$ cat config.mk
export PLATFORM = sky130hd
export DESIGN_NAME = bcbc_comparator
export DESIGN_NICKNAME = d
export VERILOG_FILES = /design/src/include/bcbc_pkg.sv /design/src/logic/bcbc_comparator.sv
export SDC_FILE = /design/constraint.sdc
export NUM_CORES = 1
export LEC_CHECK = 0
export BUFFER_PORTS_ARGS = -buffer_cell sky130_fd_sc_hd__buf_4
export CAP_MARGIN = 5
export CELL_PAD_IN_SITES_DETAIL_PLACEMENT = 1
export CELL_PAD_IN_SITES_GLOBAL_PLACEMENT = 1
export CORE_ASPECT_RATIO = 0.8
export CORE_MARGIN = 2
export CORE_UTILIZATION = 45
export DETAILED_ROUTE_END_ITERATION = 8
export PLACE_DENSITY_LB_ADDON = 0.1
export RECOVER_POWER = 100
export SLEW_MARGIN = 20
export SYNTH_ARGS = -nofsm -noshare
export SYNTH_HDL_FRONTEND = slang
export SYNTH_SLANG_ARGS = --single-unit
$ cat constraint.sdc
create_clock -name pclk -period 6.1 [get_ports pclk]
set_clock_uncertainty 0.2 [all_clocks]
set_input_delay 0.915 -clock pclk [delete_from_list [all_inputs] [get_ports pclk]]
set_output_delay 0.915 -clock pclk [all_outputs]
set_load 0.01 [all_outputs]
$ cat src/include/bcbc_pkg.sv
package bcbc_pkg;

  // Register byte offsets on the APB
  localparam logic [7:0] BCBC_OFS_ADDR_HIGH = 8'h00;
  localparam logic [7:0] BCBC_OFS_ADDR_LOW = 8'h04;
  localparam logic [7:0] BCBC_OFS_MASK_HIGH = 8'h08;
  localparam logic [7:0] BCBC_OFS_MASK_LOW = 8'h0C;
  localparam logic [7:0] BCBC_OFS_CYCLE_SEL = 8'h10;
  localparam logic [7:0] BCBC_OFS_CONTROL = 8'h14;
  localparam logic [7:0] BCBC_OFS_STATUS = 8'h18;

  // Field positions in break_cycle_select
  localparam int BCBC_CS_SRC_LSB = 6;
  localparam int BCBC_CS_TYPE_LSB = 4;
  localparam int BCBC_CS_DIR_LSB = 2;
  localparam int BCBC_CS_SIZE_LSB = 0;
  localparam int BCBC_CS_WIDTH = 8;

  // Field positions in break_control
  localparam int BCBC_CT_PW_LSB = 1;
  localparam int BCBC_CT_DIS_BIT = 0;
  localparam int BCBC_CT_WIDTH = 3;

  // Field positions in the status word
  localparam int BCBC_ST_TRIG_BIT = 0;
  localparam int BCBC_ST_SEEN_BIT = 1;

  // Values after reset
  localparam logic [15:0] BCBC_RST_HALF = 16'h0000;
  localparam logic [7:0] BCBC_RST_CYCLE_SEL = 8'h00;
  localparam logic [2:0] BCBC_RST_CONTROL = 3'h0;

  // Operand size codes as carried on the bus and in the size field
  localparam logic [1:0] BCBC_SZ_ANY = 2'h0;
  localparam logic [1:0] BCBC_SZ_BYTE = 2'h1;
  localparam logic [1:0] BCBC_SZ_WORD = 2'h2;
  localparam logic [1:0] BCBC_SZ_LONG = 2'h3;

  // Trigger low time in clock cycles per pulse-width code
  localparam logic [4:0] BCBC_PW_CYC_DIV1 = 5'h01;
  localparam logic [4:0] BCBC_PW_CYC_DIV4 = 5'h04;
  localparam logic [4:0] BCBC_PW_CYC_DIV8 = 5'h08;
  localparam logic [4:0] BCBC_PW_CYC_DIV16 = 5'h10;

  // Interrupt priority level presented with the request
  localparam logic [3:0] BCBC_IRQ_LEVEL = 4'hF;

  typedef enum logic [1:0] {
    BCBC_TRIG_IDLE = 2'b01,
    BCBC_TRIG_LOW = 2'b10
  } bcbc_trig_e;

endpackage

$ cat src/logic/bcbc_comparator.sv
// Implementation choices: the register offsets and the APB register port.
`timescale 1ns/1ns
// Contract
// Break address is 32 bits, high register bits 31-16, low 15-0.
// Mask bit 1 drops that address bit from the compare, 0 keeps it.
// Source field: 01 core cycles, 10 transfer-controller cycles, 11 both.
// Type field: 01 instruction fetch, 10 data access, 11 both.
// Direction field: 01 read, 10 write, 11 both.
// Any of source, type or direction at 00 means no break ever.
// Size field 00 ignores size, else byte 01, word 10, long 11.
// Every instruction fetch counts as a word access.
// Software clears size low bit when breaking on instruction fetch.
// Compared size is the master's requested size, not bus width.
// Disable bit 1 suppresses the interrupt request, 0 allows it.
// Width field: trigger low 1, 4, 8 or 16 clock periods.
// Each satisfied condition shows on the low-active trigger pin.
// Reserved upper bits read zero; software writes them zero.
// Interrupt request issued whenever all conditions match a cycle.
// Fetch break is requested before the matching instruction runs.
// Comparator can be put into module standby.
// Mask and cycle and control fields are zero after reset.
// Trigger pulse starts together with the interrupt request.
// Interrupt request carries priority level 15.
// Match is AND of masked address and enabled conditions, per cycle.
module bcbc_comparator
  import bcbc_pkg::*;
(
  input wire logic pclk,
  input wire logic presetn,
  input wire logic psel,
  input wire logic penable,
  input wire logic pwrite,
  input wire logic [7:0] paddr,
  input wire logic [31:0] pwdata,
  input wire logic [3:0] pstrb,
  output logic [31:0] prdata,
  output logic pready,
  output logic pslverr,
  input wire logic module_standby,
  input wire logic bus_cycle_valid,
  input wire logic [31:0] bus_addr,
  input wire logic bus_from_dtc,
  input wire logic bus_fetch,
  input wire logic bus_write,
  input wire logic [1:0] bus_size,
  output logic break_irq_req,
  output logic [3:0] break_irq_level,
  output logic match_trigger_n
);

  logic [15:0] addr_high_r;
  logic [15:0] addr_low_r;
  logic [15:0] mask_high_r;
  logic [15:0] mask_low_r;
  logic [BCBC_CS_WIDTH-1:0] cycle_sel_r;
  logic [BCBC_CT_WIDTH-1:0] control_r;
  logic match_seen_r;
  bcbc_trig_e trig_state_r;
  logic [4:0] trig_count_r;

  logic [31:0] break_addr;
  logic [31:0] break_mask;
  logic [31:0] addr_diff;
  logic [1:0] src_field;
  logic [1:0] type_field;
  logic [1:0] dir_field;
  logic [1:0] size_field;
  logic [1:0] pw_field;
  logic addr_hit;
  logic src_hit;
  logic type_hit;
  logic dir_hit;
  logic size_hit;
  logic [1:0] eff_size;
  logic cond_match;
  logic cycle_ok;
  logic [4:0] pw_cycles;

  logic access;
  logic wr_en;
  logic rd_en;
  logic addr_mapped;
  logic [31:0] rd_word;
  logic [15:0] wr_half;
  logic seen_clear;

  // Register fields seen by the comparator
  // address halves
  assign break_addr = {addr_high_r, addr_low_r};
  assign break_mask = {mask_high_r, mask_low_r};
  assign src_field = cycle_sel_r[BCBC_CS_SRC_LSB +: 2];
  assign type_field = cycle_sel_r[BCBC_CS_TYPE_LSB +: 2];
  assign dir_field = cycle_sel_r[BCBC_CS_DIR_LSB +: 2];
  assign size_field = cycle_sel_r[BCBC_CS_SIZE_LSB +: 2];
  assign pw_field = control_r[BCBC_CT_PW_LSB +: 2];

  // masked compare, one term per address bit
  for (genvar gi = 0; gi < 32; gi++) begin : g_addr_bit
    // A mask bit of 1 forces the term to agree
    assign addr_diff[gi] = (bus_addr[gi] ^ break_addr[gi]) &&
                           !break_mask[gi];
  end
  assign addr_hit = (addr_diff == 32'h0000_0000);

  // source select; code 00 selects nothing
  always_comb begin
    case (src_field)
      2'b01: src_hit = !bus_from_dtc;
      2'b10: src_hit = bus_from_dtc;
      2'b11: src_hit = 1'b1;
      // code 00 closes this group
      default: src_hit = 1'b0;
    endcase
  end

  // fetch or data select
  always_comb begin
    case (type_field)
      2'b01: type_hit = bus_fetch;
      2'b10: type_hit = !bus_fetch;
      2'b11: type_hit = 1'b1;
      // code 00 closes this group
      default: type_hit = 1'b0;
    endcase
  end

  // read or write select
  always_comb begin
    case (dir_field)
      2'b01: dir_hit = !bus_write;
      2'b10: dir_hit = bus_write;
      2'b11: dir_hit = 1'b1;
      // code 00 closes this group
      default: dir_hit = 1'b0;
    endcase
  end

  // fetches count as word size, even paired fetches
  // size is the requested one, never the port width
  always_comb begin
    if (bus_fetch) begin
      eff_size = BCBC_SZ_WORD;
    end else begin
      eff_size = bus_size;
    end
  end

  // size condition
  // a set size low bit on fetch can never match word
  always_comb begin
    case (size_field)
      BCBC_SZ_BYTE: size_hit = (eff_size == BCBC_SZ_BYTE);
      BCBC_SZ_WORD: size_hit = (eff_size == BCBC_SZ_WORD);
      BCBC_SZ_LONG: size_hit = (eff_size == BCBC_SZ_LONG);
      // Code 00 leaves operand size out of the match
      default: size_hit = 1'b1;
    endcase
  end

  // cycle attributes first, then address and standby gate
  assign cycle_ok = src_hit && type_hit && dir_hit && size_hit;

  // one decision per bus cycle
  // a 00 group leaves its hit term low
  // standby freezes the comparator
  assign cond_match = bus_cycle_valid && !module_standby && addr_hit &&
                      cycle_ok;

  // pulse length per width code
  always_comb begin
    case (pw_field)
      2'b00: pw_cycles = BCBC_PW_CYC_DIV1;
      2'b01: pw_cycles = BCBC_PW_CYC_DIV4;
      2'b10: pw_cycles = BCBC_PW_CYC_DIV8;
      2'b11: pw_cycles = BCBC_PW_CYC_DIV16;
      default: pw_cycles = BCBC_PW_CYC_DIV1;
    endcase
  end

  // APB decode; one wait state so read data comes from a flop
  assign access = psel && penable && !pready;
  assign wr_en = access && pwrite && addr_mapped;
  assign rd_en = access && !pwrite;

  always_comb begin
    addr_mapped = 1'b1;
    rd_word = 32'h0000_0000;
    case (paddr)
      BCBC_OFS_ADDR_HIGH: rd_word = {16'h0000, addr_high_r};
      BCBC_OFS_ADDR_LOW: rd_word = {16'h0000, addr_low_r};
      BCBC_OFS_MASK_HIGH: rd_word = {16'h0000, mask_high_r};
      BCBC_OFS_MASK_LOW: rd_word = {16'h0000, mask_low_r};
      // reserved bits read zero
      BCBC_OFS_CYCLE_SEL: rd_word = {24'h00_0000, cycle_sel_r};
      BCBC_OFS_CONTROL: rd_word = {29'h0000_0000, control_r};
      BCBC_OFS_STATUS: begin
        rd_word[BCBC_ST_TRIG_BIT] = (trig_state_r == BCBC_TRIG_LOW);
        rd_word[BCBC_ST_SEEN_BIT] = match_seen_r;
      end
      default: addr_mapped = 1'b0;
    endcase
  end

  // Byte strobes merge into the 16-bit halves
  function automatic logic [15:0] merge_half(
    input logic [15:0] old_val,
    input logic [31:0] wdata,
    input logic [3:0] strb
  );
    logic [15:0] res;
    res = old_val;
    if (strb[0]) begin
      res[7:0] = wdata[7:0];
    end
    if (strb[1]) begin
      res[15:8] = wdata[15:8];
    end
    return res;
  endfunction

  assign wr_half = pwdata[15:0];
  assign seen_clear = wr_en && (paddr == BCBC_OFS_STATUS) && pstrb[0] &&
                      pwdata[BCBC_ST_SEEN_BIT];

  // Bus handshake; the wait state lets read data leave a flop
  always_ff @(posedge pclk or negedge presetn) begin
    if (!presetn) begin
      pready <= 1'b0;
    end else begin
      pready <= access;
    end
  end

  // Unmapped offsets are refused with an error
  always_ff @(posedge pclk or negedge presetn) begin
    if (!presetn) begin
      pslverr <= 1'b0;
    end else begin
      pslverr <= access && !addr_mapped;
    end
  end

  // Read data; cleared on other accesses so a refused read returns zero
  always_ff @(posedge pclk or negedge presetn) begin
    if (!presetn) begin
      prdata <= 32'h0000_0000;
    end else if (rd_en && addr_mapped) begin
      prdata <= rd_word;
    end else if (access) begin
      prdata <= 32'h0000_0000;
    end
  end

  // Break address cleared at reset so the first compare is known
  // high half written
  always_ff @(posedge pclk or negedge presetn) begin
    if (!presetn) begin
      addr_high_r <= BCBC_RST_HALF;
    end else if (wr_en && paddr == BCBC_OFS_ADDR_HIGH) begin
      addr_high_r <= merge_half(addr_high_r, pwdata, pstrb);
    end
  end

  // low half written
  always_ff @(posedge pclk or negedge presetn) begin
    if (!presetn) begin
      addr_low_r <= BCBC_RST_HALF;
    end else if (wr_en && paddr == BCBC_OFS_ADDR_LOW) begin
      addr_low_r <= merge_half(addr_low_r, pwdata, pstrb);
    end
  end

  // mask high half cleared at reset
  always_ff @(posedge pclk or negedge presetn) begin
    if (!presetn) begin
      mask_high_r <= BCBC_RST_HALF;
    end else if (wr_en && paddr == BCBC_OFS_MASK_HIGH) begin
      mask_high_r <= merge_half(mask_high_r, pwdata, pstrb);
    end
  end

  // mask low half cleared at reset
  always_ff @(posedge pclk or negedge presetn) begin
    if (!presetn) begin
      mask_low_r <= BCBC_RST_HALF;
    end else if (wr_en && paddr == BCBC_OFS_MASK_LOW) begin
      mask_low_r <= merge_half(mask_low_r, pwdata, pstrb);
    end
  end

  // condition fields cleared at reset
  // upper bits are not stored, so writes there are dropped
  always_ff @(posedge pclk or negedge presetn) begin
    if (!presetn) begin
      cycle_sel_r <= BCBC_RST_CYCLE_SEL;
    end else if (wr_en && pstrb[0] && paddr == BCBC_OFS_CYCLE_SEL) begin
      cycle_sel_r <= wr_half[BCBC_CS_WIDTH-1:0];
    end
  end

  // control fields cleared at reset
  // disable bit stored with the width code
  always_ff @(posedge pclk or negedge presetn) begin
    if (!presetn) begin
      control_r <= BCBC_RST_CONTROL;
    end else if (wr_en && pstrb[0] && paddr == BCBC_OFS_CONTROL) begin
      control_r <= wr_half[BCBC_CT_WIDTH-1:0];
    end
  end

  // Sticky match flag; a new match beats a clear in the same cycle
  always_ff @(posedge pclk or negedge presetn) begin
    if (!presetn) begin
      match_seen_r <= 1'b0;
    end else if (cond_match) begin
      match_seen_r <= 1'b1;
    end else if (seen_clear) begin
      match_seen_r <= 1'b0;
    end
  end

  // request on every full match
  // disable bit gates only the request
  // raised the cycle after the fetch, ahead of its execution
  always_ff @(posedge pclk or negedge presetn) begin
    if (!presetn) begin
      break_irq_req <= 1'b0;
    end else begin
      break_irq_req <= cond_match && !control_r[BCBC_CT_DIS_BIT];
    end
  end

  // fixed priority level
  always_ff @(posedge pclk or negedge presetn) begin
    if (!presetn) begin
      break_irq_level <= 4'h0;
    end else begin
      break_irq_level <= BCBC_IRQ_LEVEL;
    end
  end

  // Trigger pulse; a match during a pulse restarts its length
  // low while the pulse runs
  // starts on the same edge as the request
  always_ff @(posedge pclk or negedge presetn) begin
    if (!presetn) begin
      trig_state_r <= BCBC_TRIG_IDLE;
      trig_count_r <= 5'h00;
      match_trigger_n <= 1'b1;
    end else if (cond_match) begin
      trig_state_r <= BCBC_TRIG_LOW;
      trig_count_r <= pw_cycles - 5'h01;
      match_trigger_n <= 1'b0;
    end else begin
      case (trig_state_r)
        BCBC_TRIG_IDLE: begin
          match_trigger_n <= 1'b1;
        end
        BCBC_TRIG_LOW: begin
          // hold low for the selected count
          // standby ends a running pulse
          if (trig_count_r == 5'h00 || module_standby) begin
            trig_state_r <= BCBC_TRIG_IDLE;
            match_trigger_n <= 1'b1;
          end else begin
            trig_count_r <= trig_count_r - 5'h01;
          end
        end
        default: begin
          trig_state_r <= BCBC_TRIG_IDLE;
          match_trigger_n <= 1'b1;
        end
      endcase
    end
  end

endmodule

==> impl_metrics.env <==
export IMPL_hold_buffers=0
export IMPL_syn_area_um2=5223
export IMPL_setup_ws_ns=1.354
export IMPL_design_core_area_um2=11430
export IMPL_maxCapViolations=5
export IMPL_pre_cts_slack_ns=1.870
export IMPL_antennaDiodeCount=0
export IMPL_crit_path_cell_trace="buf_4, nand2b_1, a21boi_0, o32ai_1, nand3_1, nor4_1, mux2i_1, ha_1, nand2_1, or3_1, xor2_1, mux2i_1"
export IMPL_postRouteAntennaNets=0
export IMPL_powerDensity_nw_per_um2=225.7
export IMPL_path_depth=12
export IMPL_cts_buffer_depth=2
export IMPL_yosysWarnings=0
export IMPL_dr_pass1_iters=4
export IMPL_h_tree_depth=3
export IMPL_drive_above_1_share=0.3068
export IMPL_cp_common_cell="mux2i_1"
export IMPL_die_area_um2=12490
export IMPL_setup_violations=0
export IMPL_routedWlPerCell_um=22.80
export IMPL_drcViolationCount=0
export IMPL_status="finished with violations"
export IMPL_regToRegEndpoint="trig_count_r[4]$_DFFE_PN0P_"
export IMPL_die_y_um=100.4
export IMPL_finalCritPeriodShare=0.7781
export IMPL_finish_utilization=0.5422
export IMPL_io_buffer_count=93
export IMPL_crit_buf_inv=1
export IMPL_final_setup_tns_ns=0
export IMPL_path_max_fanout=7
export IMPL_worstPathRequired_ns=6.06
export IMPL_crit_start="bus_size[1]"
export IMPL_first_iter_violations=256
export IMPL_final_cells=689
export IMPL_start_util=0.4569
export IMPL_numClockSinks=104
export IMPL_rsz0062_at_grt="no"
export IMPL_synth_async_reset_ratio=1.000
export IMPL_fin_crit_ns=4.746
export IMPL_cts_tree="yes"
export IMPL_r2r_start="cycle_sel_r[1]$_DFFE_PN0P_"
export IMPL_std_cell_rows=35
export IMPL_final_hold_violation_count=0
export IMPL_syn_avg_cell_area_um2=11.76
export IMPL_antenna_found_initial=0
export IMPL_fin_nets=625
export IMPL_placed_area_um2=6013
export IMPL_grt_first_pass_wirelength_um=24440
export IMPL_clock_fmax_mhz=210.7
export IMPL_maxSlewViolCount=152
export IMPL_ys_flop_type="dfrtp_1"
export IMPL_placedCellCount=673
export IMPL_crit_end="trig_count_r[4]$_DFFE_PN0P_"
export IMPL_grt_max_degree=74
export IMPL_fillers=1210
export IMPL_cts_post_setup_buffers_inserted=0
export IMPL_design_portCount=128
export IMPL_cts_root_buf="clkbuf_16"
export IMPL_min_delay_path_class="flop to flop"
export IMPL_fin_total_pwr_mw=1.399
export IMPL_slowest_delay_ns=1.48
export IMPL_rrSetupSlack_ns=1.54
export IMPL_path_clk_slew_ns=0.07
export IMPL_final_area_um2=6197
export IMPL_start_kind="input port"
export IMPL_die_w_um=124.4
export IMPL_synth_seq_area_share=0.4988
export IMPL_reg2regPathDepth=11
export IMPL_dp_hpwl_um=11470
export IMPL_grt_util_all_layers=0.2597
export IMPL_crit_type="input port to flop"
export IMPL_arrival_ns=4.71
export IMPL_tightest_slew_ns=1.828
export IMPL_grt_ovfl_total=0
export IMPL_synth_edf_count=0
export IMPL_hold_slack_ns=0.2821
export IMPL_failed_checks="max-capacitance violations, max-slew violations"
export IMPL_totalWireLength_um=15710
export IMPL_gp_congestion=0.9001
export IMPL_max_slew_margin_rel=-0.2301
export IMPL_synth_cell_type_count=47
export IMPL_syn2layout_area_growth_pct=18.66
export IMPL_first_global_vias=4145
export IMPL_synthesis_instances=444
export IMPL_numCtsBuffers=9
export IMPL_crit_path_top_delay_cell="nor4_1"
export IMPL_synth_seq_cells=104
export IMPL_ir_drop_uv=143.4
export IMPL_drt_vias_per_instance=5.858
export IMPL_critical_path_top_delay_family="simple AND/OR/NAND/NOR gates"
export IMPL_vias=4036
export IMPL_cts_repair_resized=0
export IMPL_hp_start="match_trigger_n$_DFFE_PN1P_"
export IMPL_cp_end_kind="flop"
export IMPL_p_leak_nw=2.906
export IMPL_clock_latency_ns=0.35
-- logic make-up (layout without fill, tap and decap cells) --
group,after synthesis,in the layout,share of synthesized area
compound gates,80,80,0.1179
flops,104,104,0.4988
other cells,2,17,0.001438
buf+inv,36,118,0.04049
xor+xnor,37,37,0.06205
simple gates,100,100,0.09559
mux,84,84,0.1814
fa+ha+maj,1,1,0.002395
-- how the worst min path moves through the flow --
stage / endpoint / slack, ns / cells past startpoint
2_1_floorplan: break_irq_req$_DFF_PN0_ / 0.22 / 1
3_3_place_gp: match_trigger_n$_DFFE_PN1P_ / 0.26 / 2
3_5_place_dp: match_trigger_n$_DFFE_PN1P_ / 0.26 / 2
4_1_cts: match_trigger_n$_DFFE_PN1P_ / 0.27 / 2
5_1_grt: match_seen_r$_DFFE_PN0P_ / 0.31 / 1
6_report: match_trigger_n$_DFFE_PN1P_ / 0.28 / 2
-- synthesized netlist by cell type (2+ instances only) --
master / number / area share
dfrtp_1: 102 / 0.49
mux2_2: 74 / 0.16
xnor2_1: 34 / 0.057
nand2_1: 32 / 0.023
nor2_1: 28 / 0.020
a22oi_1: 26 / 0.037
buf_4: 19 / 0.027
a22o_1: 16 / 0.027
o22ai_1: 15 / 0.018
mux2i_1: 8 / 0.015
nor4_1: 8 / 0.0096
a222oi_1: 6 / 0.012
clkbuf_1: 6 / 0.0043
inv_1: 6 / 0.0043
nand3_1: 6 / 0.0058
nand2b_1: 5 / 0.0060
nor3_1: 5 / 0.0048
a21oi_1: 4 / 0.0038
buf_2: 4 / 0.0038
xor2_1: 3 / 0.0050
a21boi_0: 2 / 0.0029
and3_1: 2 / 0.0024
conb_1: 2 / 0.0014
dfstp_2: 2 / 0.010
nand3b_1: 2 / 0.0029
nand4_1: 2 / 0.0024
nor2b_1: 2 / 0.0024
nor3_2: 2 / 0.0038
nor4b_1: 2 / 0.0034
o21ai_0: 2 / 0.0019
-- power by group --
part / total (mW) / internal, mW / switching (mW)
registers: 0.694 / 0.692 / 0.00201
logic: 0.104 / 0.0440 / 0.0604
clock network: 0.601 / 0.339 / 0.261
total: 1.40 / 1.08 / 0.324
-- flip-flops by register name (all words and copies together), names as in the netlist, 2 cells and up --
register and count:
addr_low_r 16, cycle_sel_r 8, control_r 3, trig_state_r 2
trig_count_r 5, addr_high_r 16, prdata 16, mask_high_r 16
mask_low_r 16
-- cells in the final DEF, fill, tap and decap left out, types with 9 or more instances in the layout --
cell,Yosys,final
conb_1,2,17
nor4_1,8,9
nor2_1,28,28
mux2_2,74,73
clkbuf_1,6,27
nand2_1,32,32
clkbuf_16,0,9
xnor2_1,34,34
dfrtp_1,102,102
a22oi_1,26,26
o22ai_1,15,15
buf_4,19,66
a22o_1,16,16
-- tightest hold or removal path, cell delays in order, from the launching register on --
cell and delay (ns):
dfstp_1 0.37, inv_1 0.05, a21oi_1 0.05
-- final cells by class --
cell class,instances,area [µm²],area share
multi-input combinational,319,2460,0.3969
sequential,104,2605,0.4204
inverter,6,22.52,0.003634
clock inverter,5,55.05,0.008884
tap,148,185.2,0.02988
timing repair buffer,96,616.8,0.09954
clock buffer,11,252.7,0.04078
-- layer usage --
metal | track usage | wire [µm] | vias up
met5 | 0 | 0 | -
met4 | 0.04754 | 142 | 0
met3 | 0.06023 | 1020 | 15
met2 | 0.4077 | 7198 | 162
met1 | 0.3752 | 7348 | 2072
li1 | - | - | 1787
Power figures use the tool's default switching activity.
